## config.mk

```make
export PLATFORM = sky130hd
export DESIGN_NAME = uil_top
export DESIGN_NICKNAME = d
export VERILOG_FILES = /design/src/logic/uil_pkg.sv /design/src/logic/uil_par_if.sv /design/src/logic/uil_parity.sv /design/src/logic/uil_top.sv
export SDC_FILE = /design/constraint.sdc
export NUM_CORES = 1
export LEC_CHECK = 0
export ABC_AREA = 1
export BUFFER_PORTS_ARGS = -buffer_cell sky130_fd_sc_hd__buf_4
export CORE_MARGIN = 2
export CORE_UTILIZATION = 50
export DETAILED_ROUTE_END_ITERATION = 6
export PLACE_DENSITY = 0.94
export SYNTH_ARGS = -nofsm -noshare
export SYNTH_HDL_FRONTEND = slang
export SYNTH_HIERARCHICAL = 1
export SYNTH_SLANG_ARGS = --single-unit
```

## constraint.sdc

```tcl
create_clock -name i_core_clk -period 2.6 [get_ports i_core_clk]
set_input_delay 0.26 -clock i_core_clk [delete_from_list [all_inputs] [get_ports i_core_clk]]
set_output_delay 0.26 -clock i_core_clk [all_outputs]
set_load 0.05 [all_outputs]
```

## src/logic/uil_pkg.sv

```systemverilog
// constants and state types for the uart interrupt and line-control block
// assumes a 16-bit register port in which every register offset is a byte address
package uil_pkg;

    // =====================================================================
    // register byte addresses
    localparam logic [31:0] ADDR_DATA  = 32'h4000_5000; // tx holding on write, rx buffer on read
    localparam logic [31:0] ADDR_IEN   = 32'h4000_5004; // uart_irq_dma_enable
    localparam logic [31:0] ADDR_IIR   = 32'h4000_5008; // uart_irq_identify
    localparam logic [31:0] ADDR_LCR   = 32'h4000_500C; // uart_line_control
    localparam logic [31:0] ADDR_LSR   = 32'h4000_5014; // line_status_register
    localparam logic [31:0] ADDR_MSR   = 32'h4000_5018; // modem_status_register

    // =====================================================================
    // field positions and masks
    localparam int          IEN_RX_FULL   = 0;   // receive_full_irq_enable
    localparam int          IEN_TX_EMPTY  = 1;   // transmit_empty_irq_enable
    localparam int          IEN_RX_STAT   = 2;   // receive_status_irq_enable
    localparam int          IEN_MODEM     = 3;   // modem_status_irq_enable
    localparam int          IEN_TX_DMA    = 4;   // transmit_dma_enable
    localparam int          IEN_RX_DMA    = 5;   // receive_dma_enable
    localparam logic [15:0] IEN_MASK      = 16'h003F;
    localparam int          LCR_BREAK     = 6;   // force_break
    localparam int          LCR_STICK     = 5;   // stick_parity
    localparam int          LCR_EVEN      = 4;   // even_parity_select
    localparam int          LCR_PARITY    = 3;   // parity_enable
    localparam int          LCR_STOP      = 2;
    localparam int          LCR_WLS_LO    = 0;
    localparam logic [15:0] LCR_MASK      = 16'h007F;
    localparam logic [15:0] IIR_RESET     = 16'h0001;
    localparam logic [1:0]  FIFO_MODE_ON  = 2'h3;
    localparam logic [1:0]  FIFO_MODE_OFF = 2'h0;

    // =====================================================================
    // irq_source_code values
    localparam logic [2:0]  CODE_MODEM    = 3'h0;
    localparam logic [2:0]  CODE_TX_EMPTY = 3'h1;
    localparam logic [2:0]  CODE_RX_FULL  = 3'h2;
    localparam logic [2:0]  CODE_LINE     = 3'h3;
    localparam logic [2:0]  CODE_TIMEOUT  = 3'h6;

    // =====================================================================
    // state of the top module
    typedef struct packed {
        logic [15:0] ien;        // uart_irq_dma_enable storage
        logic [15:0] lcr;        // uart_line_control storage
        logic        msr_flag;   // modem status change pending
        logic        ls_flag;    // receive line status pending
        logic        rx_flag;    // receive buffer full pending
        logic        to_flag;    // receive timeout pending
        logic        thre_flag;  // transmit holding empty pending
        logic        tx_empty_d; // previous transmit empty level
        logic [15:0] rdata;      // read data register
        logic        sout;       // serial_output_pin
        logic        irq;        // combined interrupt line
        logic        tx_dma;     // transmit dma request
        logic        rx_dma;     // receive dma request
    } uil_state_s;

    localparam uil_state_s ST_RESET = '0;

    // state of the parity unit
    typedef struct packed {
        logic tx_par;            // parity bit to transmit
        logic rx_err;            // received parity mismatch
    } uil_par_s;

endpackage

```

## src/logic/uil_par_if.sv

```systemverilog
// carrier between the control block and its parity unit
// assumes both ends sit on the same core clock
interface uil_par_if;
    logic [7:0] tx_data;     // byte being transmitted
    logic [7:0] rx_data;     // byte just received
    logic       rx_par_bit;  // parity bit received with it
    logic       parity_en;   // parity_enable
    logic       stick;       // stick_parity
    logic       even;        // even_parity_select
    logic       tx_par_bit;  // registered parity to send
    logic       rx_par_err;  // registered check result

    modport ctl  (output tx_data, rx_data, rx_par_bit, parity_en, stick, even,
                  input  tx_par_bit, rx_par_err);
    modport unit (input  tx_data, rx_data, rx_par_bit, parity_en, stick, even,
                  output tx_par_bit, rx_par_err);
endinterface

```

## src/logic/uil_parity.sv

```systemverilog
// parity generator and checker for the line-control block
// assumes byte inputs are already masked to the chosen word length
module uil_parity (
    input  wire logic i_core_clk, // core clock
    input  wire logic i_srst,     // synchronous reset, active high
    uil_par_if.unit   par         // link to the control block
);

    uil_pkg::uil_par_s s_reg;
    uil_pkg::uil_par_s s_next;

    // =====================================================================
    // expected parity bit for one byte under the current settings
    function automatic logic want_par(input logic [7:0] d, input logic stick,
                                      input logic even);
        logic r;
        r = 1'b0;
        if (stick) begin
            r = ~even;
        end else if (even) begin
            r = ^d;
        end else begin
            r = ~^d;
        end
        return r;
    endfunction

    // the same function serves both directions so they can never disagree
    always_comb begin
        s_next        = s_reg;
        s_next.tx_par = want_par(par.tx_data, par.stick, par.even);
        s_next.rx_err = par.parity_en &
                        (par.rx_par_bit != want_par(par.rx_data, par.stick, par.even));
    end

    always_ff @(posedge i_core_clk) begin
        if (i_srst) begin
            s_reg <= '0;
        end else begin
            s_reg <= s_next;
        end
    end

    assign par.tx_par_bit = s_reg.tx_par;
    assign par.rx_par_err = s_reg.rx_err;

    // constant parity under stick mode
    stick_par_a: assert property (@(posedge i_core_clk) disable iff (i_srst)
        par.stick |=> par.tx_par_bit == !$past(par.even))
        else $error("stick parity bit wrong");

    // a disabled parity never reports an error
    no_par_err_a: assert property (@(posedge i_core_clk) disable iff (i_srst)
        !par.parity_en |=> !par.rx_par_err)
        else $error("parity error with parity off");

endmodule

```

## src/logic/uil_top.sv

```systemverilog
// interrupt identification, irq/dma enables and line-control bits of a uart
// assumes the shifters, fifos and status registers live elsewhere and feed
// this block with one-cycle event pulses and levels on the core clock
//
// Decided for this implementation: the plain strobed port.

// Notes on behaviour
// - enable bits 3:0 irqs, 5:4 dma
// - rx dma request only when bit5 set
// - tx dma request only when bit4 set
// - bit3 enables modem change interrupts
// - bit2 enables line status interrupts
// - bit1 enables transmit empty interrupts
// - bit0 enables receive full interrupts
// - identify bits 7:6 show fifo mode
// - code 000 modem, cleared by status read
// - code 001 tx empty, write or identify-read clears
// - code 010 rx full, buffer read clears
// - code 110 rx timeout, buffer read clears
// - code 011 line status, status read clears
// - bit0 active-low pending, resets to one
// - break bit forces serial output low
// - stick parity sends constant inverse of even-select
// - normal parity odd or even by select
// - enabling tx irq while empty fires at once
module uil_top (
    input  wire logic        i_core_clk,       // core clock, 50 MHz
    input  wire logic        i_srst,           // synchronous reset, active high
    input  wire logic [31:0] i_addr,           // register byte address
    input  wire logic [15:0] i_wdata,          // write data
    input  wire logic        i_wr,             // write strobe
    input  wire logic        i_rd,             // read strobe
    output logic      [15:0] o_rdata,          // read data, cycle after read
    input  wire logic        i_fifo_en,        // fifos enabled level
    input  wire logic        i_rx_data_evt,    // a received byte was loaded
    input  wire logic        i_rx_timeout_evt, // receive fifo timed out
    input  wire logic        i_line_err_evt,   // receive line status event
    input  wire logic [3:0]  i_msr_change,     // modem status change bits set
    input  wire logic        i_tx_empty,       // transmit holding empty level
    input  wire logic        i_tx_serial,      // serial bit from transmitter
    input  wire logic        i_tx_dma_want,    // transmitter wants data
    input  wire logic        i_rx_dma_want,    // receiver has data
    input  wire logic [7:0]  i_tx_byte,        // byte to send
    input  wire logic [7:0]  i_rx_byte,        // byte received
    input  wire logic        i_rx_par_bit,     // parity bit received
    output logic             o_sout,           // serial_output_pin
    output logic             o_irq,            // interrupt, active high
    output logic             o_tx_dma_req,     // transmit dma request
    output logic             o_rx_dma_req,     // receive dma request
    output logic             o_tx_par_bit,     // parity bit to send
    output logic             o_rx_par_err,     // received parity mismatch
    output logic             o_parity_on,      // parity_enable
    output logic             o_two_stop,       // extra stop bits selected
    output logic      [1:0]  o_word_len        // word length select
);

    uil_pkg::uil_state_s s_reg;
    uil_pkg::uil_state_s s_next;
    uil_par_if           par ();

    logic       pend;       // some enabled source pending
    logic [2:0] code;       // irq_source_code of highest source
    logic [3:0] msr_hit;    // per-bit modem change enabled
    logic       wr_ien;
    logic       wr_lcr;
    logic       wr_thr;
    logic       rd_iir;
    logic       rd_rbr;
    logic       rd_lsr;
    logic       rd_msr;

    // =====================================================================
    // address decode, used for every strobe
    function automatic logic hit(input logic [31:0] a, input logic [31:0] off);
        return a == off;
    endfunction

    assign wr_ien = i_wr & hit(i_addr, uil_pkg::ADDR_IEN);
    assign wr_lcr = i_wr & hit(i_addr, uil_pkg::ADDR_LCR);
    assign wr_thr = i_wr & hit(i_addr, uil_pkg::ADDR_DATA);
    assign rd_iir = i_rd & hit(i_addr, uil_pkg::ADDR_IIR);
    assign rd_rbr = i_rd & hit(i_addr, uil_pkg::ADDR_DATA);
    assign rd_lsr = i_rd & hit(i_addr, uil_pkg::ADDR_LSR);
    assign rd_msr = i_rd & hit(i_addr, uil_pkg::ADDR_MSR);

    // =====================================================================
    // modem change bits, each gated by the modem enable
    genvar gi;
    generate
        for (gi = 0; gi < 4; gi++) begin : g_msr
            assign msr_hit[gi] = i_msr_change[gi] & s_reg.ien[uil_pkg::IEN_MODEM];
        end
    endgenerate

    // =====================================================================
    // priority encoder over the pending flags
    always_comb begin
        pend = 1'b1;
        code = uil_pkg::CODE_MODEM;
        if (s_reg.ls_flag && s_reg.ien[uil_pkg::IEN_RX_STAT]) begin
            code = uil_pkg::CODE_LINE;
        end else if (s_reg.rx_flag && s_reg.ien[uil_pkg::IEN_RX_FULL]) begin
            code = uil_pkg::CODE_RX_FULL;
        end else if (s_reg.to_flag && s_reg.ien[uil_pkg::IEN_RX_FULL]) begin
            code = uil_pkg::CODE_TIMEOUT;
        end else if (s_reg.thre_flag && s_reg.ien[uil_pkg::IEN_TX_EMPTY]) begin
            code = uil_pkg::CODE_TX_EMPTY;
        end else if (s_reg.msr_flag && s_reg.ien[uil_pkg::IEN_MODEM]) begin
            code = uil_pkg::CODE_MODEM;
        end else begin
            pend = 1'b0;
        end
    end

    // =====================================================================
    // next state: registers, sticky flags (set beats clear), outputs
    always_comb begin
        s_next            = s_reg;
        s_next.tx_empty_d = i_tx_empty;

        if (wr_ien) begin
            s_next.ien = i_wdata & uil_pkg::IEN_MASK;
        end
        if (wr_lcr) begin
            s_next.lcr = i_wdata & uil_pkg::LCR_MASK;
        end

        if (rd_msr) begin
            s_next.msr_flag = 1'b0;
        end
        if (|msr_hit) begin
            s_next.msr_flag = 1'b1;
        end

        if (rd_lsr) begin
            s_next.ls_flag = 1'b0;
        end
        if (i_line_err_evt) begin
            s_next.ls_flag = 1'b1;
        end

        if (rd_rbr) begin
            s_next.rx_flag = 1'b0;
            s_next.to_flag = 1'b0;
        end
        if (i_rx_data_evt) begin
            s_next.rx_flag = 1'b1;
        end
        if (i_rx_timeout_evt) begin
            s_next.to_flag = 1'b1;
        end

        if (wr_thr || (rd_iir && pend && code == uil_pkg::CODE_TX_EMPTY)) begin
            s_next.thre_flag = 1'b0;
        end
        if (i_tx_empty && !s_reg.tx_empty_d) begin
            s_next.thre_flag = 1'b1;
        end
        if (wr_ien && i_wdata[uil_pkg::IEN_TX_EMPTY] &&
            !s_reg.ien[uil_pkg::IEN_TX_EMPTY] && i_tx_empty) begin
            s_next.thre_flag = 1'b1;
        end

        // read data; addresses owned by other blocks answer zero here
        s_next.rdata = 16'h0000;
        if (i_rd) begin
            case (1'b1)
                hit(i_addr, uil_pkg::ADDR_IEN): begin
                    s_next.rdata = s_reg.ien;
                end
                hit(i_addr, uil_pkg::ADDR_LCR): begin
                    s_next.rdata = s_reg.lcr;
                end
                hit(i_addr, uil_pkg::ADDR_IIR): begin
                    s_next.rdata = {8'h00,
                                    i_fifo_en ? uil_pkg::FIFO_MODE_ON : uil_pkg::FIFO_MODE_OFF,
                                    2'h0, code, ~pend};
                end
                default: begin
                    s_next.rdata = 16'h0000;
                end
            endcase
        end

        s_next.sout   = s_reg.lcr[uil_pkg::LCR_BREAK] ? 1'b0 : i_tx_serial;
        s_next.irq    = pend;
        s_next.tx_dma = s_reg.ien[uil_pkg::IEN_TX_DMA] & i_tx_dma_want;
        s_next.rx_dma = s_reg.ien[uil_pkg::IEN_RX_DMA] & i_rx_dma_want;
    end

    // =====================================================================
    // state register
    always_ff @(posedge i_core_clk) begin
        if (i_srst) begin
            s_reg <= uil_pkg::ST_RESET;
        end else begin
            s_reg <= s_next;
        end
    end

    // =====================================================================
    // parity unit, fed straight from the line-control storage
    assign par.tx_data    = i_tx_byte;
    assign par.rx_data    = i_rx_byte;
    assign par.rx_par_bit = i_rx_par_bit;
    assign par.parity_en  = s_reg.lcr[uil_pkg::LCR_PARITY];
    assign par.stick      = s_reg.lcr[uil_pkg::LCR_STICK];
    assign par.even       = s_reg.lcr[uil_pkg::LCR_EVEN];

    uil_parity u_parity (
        .i_core_clk (i_core_clk),
        .i_srst     (i_srst),
        .par        (par.unit)
    );

    // outputs, all from flops
    assign o_rdata      = s_reg.rdata;
    assign o_sout       = s_reg.sout;
    assign o_irq        = s_reg.irq;
    assign o_tx_dma_req = s_reg.tx_dma;
    assign o_rx_dma_req = s_reg.rx_dma;
    assign o_tx_par_bit = par.tx_par_bit;
    assign o_rx_par_err = par.rx_par_err;
    assign o_parity_on  = s_reg.lcr[uil_pkg::LCR_PARITY];
    assign o_two_stop   = s_reg.lcr[uil_pkg::LCR_STOP];
    assign o_word_len   = s_reg.lcr[uil_pkg::LCR_WLS_LO +: 2];

    // =====================================================================
    // checks
    tx_dma_gate_a: assert property (@(posedge i_core_clk) disable iff (i_srst)
        o_tx_dma_req |-> $past(s_reg.ien[uil_pkg::IEN_TX_DMA] && i_tx_dma_want))
        else $error("tx dma request while disabled");

    rx_dma_gate_a: assert property (@(posedge i_core_clk) disable iff (i_srst)
        o_rx_dma_req |-> $past(s_reg.ien[uil_pkg::IEN_RX_DMA] && i_rx_dma_want))
        else $error("rx dma request while disabled");

    break_low_a: assert property (@(posedge i_core_clk) disable iff (i_srst)
        s_reg.lcr[uil_pkg::LCR_BREAK] |=> !o_sout)
        else $error("serial output not low during break");

    pend_flag_a: assert property (@(posedge i_core_clk) disable iff (i_srst)
        rd_iir |=> o_rdata[0] == !$past(pend) && o_rdata[15:8] == 8'h00)
        else $error("identify pending flag wrong");

    thre_clear_a: assert property (@(posedge i_core_clk) disable iff (i_srst)
        (wr_thr && !(i_tx_empty && !s_reg.tx_empty_d) && !wr_ien) |=> !s_reg.thre_flag)
        else $error("tx empty not cleared by holding write");

    msr_clear_a: assert property (@(posedge i_core_clk) disable iff (i_srst)
        (rd_msr && !(|msr_hit)) |=> !s_reg.msr_flag)
        else $error("modem flag not cleared by status read");

    line_first_a: assert property (@(posedge i_core_clk) disable iff (i_srst)
        (rd_iir && s_reg.ls_flag && s_reg.ien[uil_pkg::IEN_RX_STAT])
        |=> o_rdata[3:1] == uil_pkg::CODE_LINE && !o_rdata[0])
        else $error("line status not reported first");

    thre_now_a: assert property (@(posedge i_core_clk) disable iff (i_srst)
        (wr_ien && i_wdata[uil_pkg::IEN_TX_EMPTY] && !s_reg.ien[uil_pkg::IEN_TX_EMPTY]
         && i_tx_empty) |=> s_reg.thre_flag ##1 o_irq)
        else $error("tx empty irq not raised at once");

    ien_rsvd_a: assert property (@(posedge i_core_clk) disable iff (i_srst)
        (i_rd && hit(i_addr, uil_pkg::ADDR_IEN)) |=> o_rdata[15:6] == 10'h000)
        else $error("reserved enable bits not zero");

    modem_irq_a: assert property (@(posedge i_core_clk) disable iff (i_srst)
        ((|i_msr_change) && s_reg.ien[uil_pkg::IEN_MODEM] && !wr_ien)
        ##1 (!rd_msr && !wr_ien) |=> o_irq)
        else $error("modem change did not raise irq");

    // dma enables alone must never reach the interrupt line
    irq_gate_a: assert property (@(posedge i_core_clk) disable iff (i_srst)
        (s_reg.ien[uil_pkg::IEN_MODEM:uil_pkg::IEN_RX_FULL] == 4'h0) |=> !o_irq)
        else $error("irq raised with all irq enables off");

    fifo_bits_a: assert property (@(posedge i_core_clk) disable iff (i_srst)
        rd_iir |=> o_rdata[7:4] == ($past(i_fifo_en) ? 4'hC : 4'h0))
        else $error("identify fifo field wrong");

    rx_clear_a: assert property (@(posedge i_core_clk) disable iff (i_srst)
        (rd_rbr && !i_rx_data_evt) |=> !s_reg.rx_flag)
        else $error("receive flag not cleared by buffer read");

    ls_clear_a: assert property (@(posedge i_core_clk) disable iff (i_srst)
        (rd_lsr && !i_line_err_evt) |=> !s_reg.ls_flag)
        else $error("line flag not cleared by status read");

endmodule

```

==> results.json, run 1 <==
{
  "antenna_cells": 0,
  "start_util": 0.515,
  "coreArea_um2": 4290,
  "syn_to_final_growth_pct": 33.2,
  "dieHeight_um": 70.5,
  "cts_buffer_depth": 2,
  "drtIter0Drc": 148,
  "regArea_um2": 661,
  "setup_tns_ns": 0,
  "worstSetupPathDepth": 9,
  "cp_data_required_time_ns": 2.82,
  "wl_per_cell_um": 11.7,
  "dp_hpwl_um": 4600,
  "met2_usage": 0.408,
  "largest_reg_flops": 13,
  "path_delay_family": "simple AND/OR/NAND/NOR gates",
  "grt_max_degree": 14,
  "drc_errors": 0,
  "setup_viol": 0,
  "hold_start": "i_rx_data_evt",
  "grt_busiest_layer": "met2",
  "syn_area_per_cell_um2": 6.30,
  "die_w_um": 70.5,
  "min_period_over_period": 0.550,
  "path_clk_slew_ns": 0.07,
  "post-synth-top-count-cell": "nand2_1",
  "crit_path_end_kind": "flop",
  "rr_endpoint": "o_rdata[0]$_SDFF_PP0_",
  "period_needed_ns": 1.43,
  "final_layout_size_suffix_gt1_frac": 0.280,
  "r2r_start": "s_reg[42]$_SDFFE_PP0N_",
  "critPathKind": "input pin to flop",
  "max-cap-violations": 0,
  "met1_usage": 0.266,
  "worst_path_max_delay_cell": "nor3_1",
  "h-tree-depth": 2,
  "synth_edf_count": 0,
  "grt_pass1_vias": 2337,
  "worstRegToRegCells": 7,
  "cts.sinks": 33,
  "antenna_found_initial": 0,
  "min_path_type": "input pin to flop",
  "layout.nets": 515,
  "fin_skew_ns": 0.00361,
  "worst_slack_ns": 1.17,
  "fillerInstances": 386,
  "ant_nets": 0,
  "ios": 107,
  "routed_wl_um": 5680,
  "multi_input_area_um2": 1270,
  "yosysSeqAreaShare": 0.299,
  "netlist_top_cells_count": "91 x nand2_1, 63 x nor2_1, 41 x inv_1, 33 x dfxtp_1, 21 x nand3_1",
  "yosysWarnings": 6,
  "hold_viol_final": 0,
  "timing.hold.ws_ns": 0.184,
  "synth_top_area_frac": 0.299,
  "grt.met3_usage": 0.0462,
  "crit_top_cell": "nor2_1",
  "regToRegSetupSlack_ns": 1.44,
  "viasPerCell": 4.99,
  "clk_latency_ns": 0.29,
  "cp_slowest_stage_delay_ns": 0.30,
  "gp_congestion": 0.900,
  "pre_cts_slack_ns": 0.991,
  "rsz0062_at_grt": "no",
  "worstPathArrival_ns": 1.64,
  "first_pass_iters": 5,
  "cts_tree": "done",
  "peakVddDrop_mv": 0.209,
  "slew_viol_final": 0,
  "syn-cell-area_um2": 2210,
  "portBuffers": 89,
  "p_per_area_nw_per_um2": 429,
  "p_leak_nw": 1.53,
  "critPathCapture": "o_rdata[6]$_SDFF_PP0_",
  "synth.distinct_cells": 28,
  "startpoint_type": "input pin",
  "rows": 24,
  "path_cells": "buf_4 > nor2_1 > and2_1 > nand2_1 > nor2_1 > inv_1 > nor3_1 > nand3_1 > o21ai_0",
  "async_flop_share": 0,
  "cts_setup_buffers": 0,
  "synthCells": 351,
  "crit_buf_inv": 2,
  "grt.overflow.total": 0,
  "ys.flop_type": "dfxtp_1",
  "route.vias.total": 2432,
  "ctsRootBufferMaster": "clkbuf_8",
  "synth_top_area_cell": "dfxtp_1",
  "synth-seq-cells": 33,
  "holdBufCountCts": 0,
  "grt_use_total": 0.235,
  "grt_pass1_wl_um": 9350,
  "max_freq_mhz": 700,
  "post_cts_resized": 0,
  "startpoint": "i_addr[9]",
  "cts_inserted_buffers": 5,
  "path_max_fanout": 5,
  "dieArea_um2": 4970,
  "status": "completed",
  "synthTopCellsByArea": "dfxtp_1 30%, nand2_1 15%, nor2_1 11%, inv_1 7.0%, buf_4 6.1%"
}
==> final cells by class <==
type,count,share of cell area
multi-input cells,263,0.433
repair buffers,89,0.227
flip-flops and latches,33,0.224
inverters,42,0.0544
clock buffers,7,0.0293
well taps,52,0.0221
clock inverters,1,0.0102
==> metrics by stage <==
step,utilization,area (um^2),cells,power (mW)
after floorplan,-,2240,358,0.661
after global placement,0.659,2830,479,0.762
after detailed placement,0.659,2830,479,0.772
after CTS,0.686,2940,487,1.27
after global routing,0.686,2940,487,1.32
final,0.686,2940,487,1.26
==> worst reg2reg max path: cells and delay by family, from the launching register on <==
family        cells  cell delay (ns)
flops             1             0.35
simple gates      7             0.76
==> layout by cell type (no fill, tap or decap) <==
cell type,instances
inv_4,1
a21oi_2,1
bufinv_16,1
nor3_1,5
nand3_4,1
conb_1,8
xor2_1,2
inv_1,41
nor2_2,8
nand2_2,3
nand3_1,21
nand2_1,91
a21oi_1,12
clkbuf_8,6
and2_1,2
o41ai_1,1
xnor2_1,3
o21ai_0,18
or2_2,1
clkbuf_1,1
buf_4,89
nand2_4,3
o21a_1,1
nand4_1,10
nor2_4,6
nand3b_1,1
nor2_1,63
dfxtp_1,33
nor2_8,2
==> how the worst min path moves through the flow <==
stage | endpoint | slack [ns] | depth (start not counted)
3_3_place_gp | o_tx_dma_req$_SDFF_PP0_ | 0.42 | 2
6_report | s_reg[23]$_SDFFE_PP0P_ | 0.18 | 3
4_1_cts | s_reg[23]$_SDFFE_PP0P_ | 0.18 | 3
3_5_place_dp | o_tx_dma_req$_SDFF_PP0_ | 0.42 | 2
2_1_floorplan | s_reg[22]$_SDFFE_PP0P_ | 0.38 | 2
5_1_grt | s_reg[22]$_SDFFE_PP0P_ | 0.19 | 3
==> logic make-up (layout without fill, tap and decap cells) <==
group / after synthesis / in the layout / share of synthesized area
flip-flops: 33 / 33 / 0.299
XOR/XNOR: 5 / 5 / 0.0198
other: 1 / 8 / 0.00170
AO/OA/AOI/OAI: 33 / 33 / 0.0792
buffers and inverters: 62 / 139 / 0.137
AND/OR/NAND/NOR: 217 / 217 / 0.464
==> routing by layer <==
layer  share of wire  vias to the layer above  routed length (um)
met5               0                        -                   0
met4           0.034                        0                 191
met1            0.37                     1047                2130
li1                -                     1239                   -
met3           0.084                       24                 475
met2            0.51                      122                2890
==> power by group <==
group,total (mW),switching (mW),internal [mW]
combinational,0.245,0.136,0.109
clock,0.501,0.189,0.312
sequential,0.517,0.00379,0.514
total,1.26,0.329,0.935
Power figures use the tool's default switching activity.
==> run 2, diff against run 1 <==
--- a/config.mk
+++ b/config.mk
@@ -8,9 +8,9 @@
 export ABC_AREA = 1
 export BUFFER_PORTS_ARGS = -buffer_cell sky130_fd_sc_hd__buf_4
 export CORE_MARGIN = 2
-export CORE_UTILIZATION = 50
+export CORE_UTILIZATION = 42
 export DETAILED_ROUTE_END_ITERATION = 6
-export PLACE_DENSITY = 0.94
+export PLACE_DENSITY = 0.85
 export SYNTH_ARGS = -nofsm -noshare
 export SYNTH_HDL_FRONTEND = slang
 export SYNTH_HIERARCHICAL = 1
==> constraint.sdc (replaced) <==
create_clock -name i_core_clk -period 1.3 [get_ports i_core_clk]
set_input_delay 0.13 -clock i_core_clk [delete_from_list [all_inputs] [get_ports i_core_clk]]
set_output_delay 0.13 -clock i_core_clk [all_outputs]
set_load 0.05 [all_outputs]
==> run 2 against run 1 <==
Critical path depth is 1 lower; via count is 0.49% lower; die area is 18% higher; sequential power is 99% higher; core utilization is 8.6 points lower; global-route usage is 4.8 points lower; sequential share of layout area is 0.85 points lower; critical path type unchanged.
==> results.json, run 2 (synthesis results as in run 1) <==
{
  "post_cts_resized": 0,
  "start_util": 0.433,
  "path_clk_slew_ns": 0.07,
  "grt.overflow.total": 0,
  "hold_depth": 3,
  "first_pass_iters": 4,
  "routed_wl_um": 5360,
  "path_max_fanout": 4,
  "viasPerCell": 4.64,
  "peakVddDrop_mv": 0.518,
  "holdBufCountCts": 0,
  "crit_path_end_kind": "flop",
  "crit_buf_inv": 1,
  "p_leak_nw": 1.60,
  "final_layout_size_suffix_gt1_frac": 0.308,
  "fillerInstances": 491,
  "wl_met3_um": 413,
  "r2r_start": "s_reg[42]$_SDFFE_PP0N_",
  "die_w_um": 76.6,
  "period_needed_ns": 1.16,
  "dp_hpwl_um": 4480,
  "layout_common_cells": "106 x buf_4, 91 x nand2_1, 63 x nor2_1",
  "ctsRootBufferMaster": "clkbuf_8",
  "timing.hold.ws_ns": 0.0665,
  "antenna_found_initial": 0,
  "top_layer": "met4",
  "layout.nets": 532,
  "cp_slowest_stage_delay_ns": 0.28,
  "wl_per_cell_um": 10.3,
  "ant_nets": 0,
  "fin_skew_ns": 0.00654,
  "cts_setup_buffers": 0,
  "route.vias.total": 2420,
  "cp_data_required_time_ns": 1.50,
  "startpoint_type": "input pin",
  "critPathKind": "input pin to flop",
  "rr_endpoint": "o_rdata[0]$_SDFF_PP0_",
  "regToRegSetupSlack_ns": 0.18,
  "layout.cells.most_common": "buf_4",
  "path_cells": "buf_4 > nor2_1 > nand2_1 > nor2_4 > nand2_4 > nor3_1 > nand3_1 > a21oi_1",
  "grt_pass1_wl_um": 9110,
  "coreArea_um2": 5110,
  "min_path_type": "input pin to flop",
  "wl_met1_um": 2250,
  "status": "completed",
  "cts_inserted_buffers": 5,
  "cts.sinks": 33,
  "antenna_cells": 0,
  "dieHeight_um": 76.6,
  "post_dp_cell_area_um2": 2980,
  "final_cell_area_um2": 3060,
  "dieArea_um2": 5860,
  "p_per_area_nw_per_um2": 737,
  "gp_congestion": 0.887,
  "ios": 107,
  "syn_to_final_growth_pct": 38.4,
  "clk_latency_ns": 0.28,
  "path_delay_family": "simple AND/OR/NAND/NOR gates",
  "rows": 26,
  "hold_viol_final": 0,
  "slew_viol_final": 0,
  "startpoint": "i_addr[19]",
  "worstRegToRegCells": 7,
  "drtIter0Drc": 108,
  "wl_met2_um": 2640,
  "worstPathArrival_ns": 1.36,
  "max_freq_mhz": 865,
  "setup_tns_ns": 0,
  "cts_buffer_depth": 2,
  "max-cap-violations": 0,
  "min_period_over_period": 0.889,
  "drc_errors": 0,
  "setup_viol": 0,
  "worst_path_max_delay_cell": "nor3_1",
  "grt_pass1_vias": 2149,
  "largest_reg_flops": 13,
  "hold_start": "i_rx_dma_want",
  "h-tree-depth": 2,
  "portBuffers": 89,
  "timing.hold.worst_endpoint": "o_rx_dma_req$_SDFF_PP0_",
  "grt_use_total": 0.187,
  "rsz0062_at_grt": "no",
  "grt_max_degree": 14,
  "cts_tree": "done"
}
## run 2: cell types whose count changed in the layout (fill, tap and decap cells not counted), sizes merged
cell,change
bufinv,-1
buf,+17
clkinv,+2
clkbuf,-1
## run 2: worst max path at each step
stage	slack, ns	endpoint	cells after the start
6_report	0.14	o_rdata[5]$_SDFF_PP0_	8
5_1_grt	0.02	s_reg[42]$_SDFFE_PP0N_	9
4_1_cts	0.17	o_rdata[5]$_SDFF_PP0_	8
3_5_place_dp	-0.12	o_rdata[5]$_SDFF_PP0_	8
3_3_place_gp	-0.05	s_reg[45]$_SDFFE_PP0N_	9
2_1_floorplan	0.18	s_reg[45]$_SDFFE_PP0N_	8
## run 2: power breakdown
group	internal [mW]	switching (mW)
Sequential	1.03	0.00686
Combinational	0.236	0.267
Clock	0.370	0.348
## run 2: layout make-up
cell class / instances / area [um^2] / area share
multi-input combinational: 263 / 1270 / 0.416
timing repair buffer: 106 / 796 / 0.260
sequential: 33 / 661 / 0.216
inverter: 42 / 160 / 0.0523
tap: 70 / 87.6 / 0.0286
clock buffer: 6 / 72.6 / 0.0237
clock inverter: 2 / 10.0 / 0.00327
## run 2: stage by stage
stage                     utilization  setup slack (ns)  std cells  power [mW]
after floorplan                     -             0.179        358        1.32
after global placement          0.583           -0.0520        514        1.55
after detailed placement        0.583            -0.125        514        1.56
after CTS                       0.599             0.168        522        2.27
after global routing            0.599            0.0233        522        2.37
final                           0.599             0.145        522        2.26
## run 2: tightest hold or removal path, delay by kind of cell
family | cells | cell delay (ns)
buffers and inverters | 1 | 0.08
and+or+nand+nor | 2 | 0.11
## run 2: per-layer routing
| metal | vias to the layer above | track usage |
|---|---|---|
| met5 | - | 0 |
| met4 | 0 | 0.0436 |
| met3 | 6 | 0.0355 |
| met2 | 89 | 0.335 |
| met1 | 1049 | 0.231 |
| li1 | 1276 | - |
==> run 3, diff against run 2 <==
--- a/config.mk
+++ b/config.mk
@@ -7,7 +7,6 @@
 export LEC_CHECK = 0
 export ABC_AREA = 1
 export BUFFER_PORTS_ARGS = -buffer_cell sky130_fd_sc_hd__buf_4
-export CORE_MARGIN = 2
 export CORE_UTILIZATION = 42
 export DETAILED_ROUTE_END_ITERATION = 6
 export PLACE_DENSITY = 0.85
==> run 3 against run 2 <==
Clock power rose by 5.3%; sequential power barely moved; worst setup slack gained 0.019 ns; clock-buffer cell count up 1; register-to-register slack worse by 0.02 ns; via count up 1.1%; global-route usage up 2.8 points; fmax grew 1.7%; first-iteration DRC count up 41%; non-clock buffer count shrank 1; critical path type is now flop to flop; largest cell class unchanged.
==> results.json, run 3 (synthesis results as in run 1) <==
{
  "status": "completed",
  "slew_viol_final": 0,
  "cts.sinks": 33,
  "antenna_found_initial": 0,
  "critPathKind": "flop to flop",
  "grt.overflow.total": 0,
  "period_needed_ns": 1.14,
  "final_layout_size_suffix_gt1_frac": 0.304,
  "peakVddDrop_mv": 0.418,
  "min_path_type": "input pin to flop",
  "first_pass_iters": 4,
  "grt_pass1_wl_um": 9150,
  "wl_per_cell_um": 10.8,
  "rsz0062_at_grt": "no",
  "clk_latency_ns": 0.29,
  "cp_slowest_stage_delay_ns": 0.35,
  "startpoint_type": "flop",
  "post_cts_resized": 0,
  "cp_data_required_time_ns": 1.52,
  "drtIter0Drc": 152,
  "ios": 107,
  "r2r_start": "s_reg[42]$_SDFFE_PP0N_",
  "path_clk_slew_ns": 0.06,
  "gp_congestion": 0.888,
  "worst_path_max_delay_cell": "dfxtp_1",
  "holdBufCountCts": 0,
  "dp_hpwl_um": 4700,
  "path_cells": "nand2_1 > nand3_1 > nor2_1 > nand3_1 > nand2_1 > nor2_1 > nor2_1",
  "critPathCapture": "o_rdata[0]$_SDFF_PP0_",
  "fin_skew_ns": 0.00425,
  "cts_tree": "done",
  "start_util": 0.436,
  "final_cell_area_um2": 3060,
  "path_max_fanout": 4,
  "max-cap-violations": 0,
  "die_w_um": 74.6,
  "rr_endpoint": "o_rdata[0]$_SDFF_PP0_",
  "crit_top_cell": "nor2_1",
  "regToRegSetupSlack_ns": 0.16,
  "viasPerCell": 4.71,
  "worstRegToRegCells": 7,
  "path_delay_family": "simple AND/OR/NAND/NOR gates",
  "largest_reg_flops": 13,
  "startpoint": "s_reg[42]$_SDFFE_PP0N_",
  "syn_to_final_growth_pct": 38.3,
  "worstSetupPathDepth": 7,
  "routed_wl_um": 5630,
  "p_per_area_nw_per_um2": 752,
  "rows": 26,
  "layout.cells.most_common": "buf_4",
  "antenna_cells": 0,
  "hold_viol_final": 0,
  "fillerInstances": 514,
  "layout.nets": 531,
  "crit_buf_inv": 0,
  "portBuffers": 89,
  "max_freq_mhz": 880,
  "post_dp_cell_area_um2": 2970,
  "cts_inserted_buffers": 5,
  "p_leak_nw": 1.59,
  "grt_use_total": 0.215,
  "coreArea_um2": 5070,
  "ctsRootBufferMaster": "clkbuf_8",
  "setup_viol": 0,
  "dieHeight_um": 74.6,
  "drc_errors": 0,
  "setup_tns_ns": 0,
  "cts_setup_buffers": 0,
  "min_period_over_period": 0.874,
  "dieArea_um2": 5560,
  "worstPathArrival_ns": 1.36,
  "ant_nets": 0,
  "crit_path_end_kind": "flop",
  "h-tree-depth": 2,
  "grt_max_degree": 14,
  "layout_common_cells": "105 x buf_4, 91 x nand2_1, 63 x nor2_1",
  "grt_pass1_vias": 2265,
  "cts_buffer_depth": 2,
  "route.vias.total": 2447
}
## run 3: area by class of cell
class	instances	area, um^2	area share
Timing Repair Buffer	105	788	0.258
Sequential cell	33	661	0.216
Clock buffer	7	86.3	0.0282
Tap cell	70	87.6	0.0287
Inverter	42	160	0.0524
Multi-Input combinational cell	263	1270	0.417
## run 3: report_power, final
| part | internal (mW) | switching, mW | total [mW] | leakage, nW |
|---|---|---|---|---|
| combinational | 0.234 | 0.271 | 0.506 | 1.28 |
| sequential | 1.03 | 0.00708 | 1.04 | 0.268 |
| clock | 0.419 | 0.338 | 0.757 | 0.0443 |
## run 3: per-stage QoR
step	hold WS, ns	power (mW)	instances	setup slack [ns]	utilization
after CTS	0.0446	2.32	520	0.164	0.602
final	0.0452	2.30	520	0.164	0.602
after global placement	0.334	1.55	513	-0.0546	0.585
after detailed placement	0.343	1.56	513	-0.123	0.585
after global routing	0.0769	2.41	520	0.0417	0.602
after floorplan	0.247	1.32	358	0.179	-
## run 3: worst min-delay path by stage
stage | start | to | slack (ns) | depth (start not counted)
4_1_cts | i_rx_data_evt | s_reg[23]$_SDFFE_PP0P_ | 0.04 | 3
6_report | i_rx_data_evt | s_reg[23]$_SDFFE_PP0P_ | 0.05 | 3
2_1_floorplan | i_rx_timeout_evt | s_reg[22]$_SDFFE_PP0P_ | 0.25 | 2
5_1_grt | i_rx_timeout_evt | s_reg[22]$_SDFFE_PP0P_ | 0.08 | 3
3_5_place_dp | i_rx_data_evt | s_reg[23]$_SDFFE_PP0P_ | 0.34 | 3
3_3_place_gp | i_rx_data_evt | s_reg[23]$_SDFFE_PP0P_ | 0.33 | 3
## run 3: routing by layer
metal | vias to the layer above | share of wire | GRT usage | routed length [um]
met1 | 1079 | 0.41 | 0.239 | 2290
met2 | 87 | 0.51 | 0.398 | 2860
met3 | 10 | 0.068 | 0.0407 | 382
met5 | - | 0 | 0 | 0
li1 | 1271 | - | - | -
met4 | 0 | 0.018 | 0.0901 | 100
## run 3: tightest hold or removal path, cell delays in order
cell and delay (ns):
buf_4 0.07, a21oi_1 0.03, nor2_1 0.06
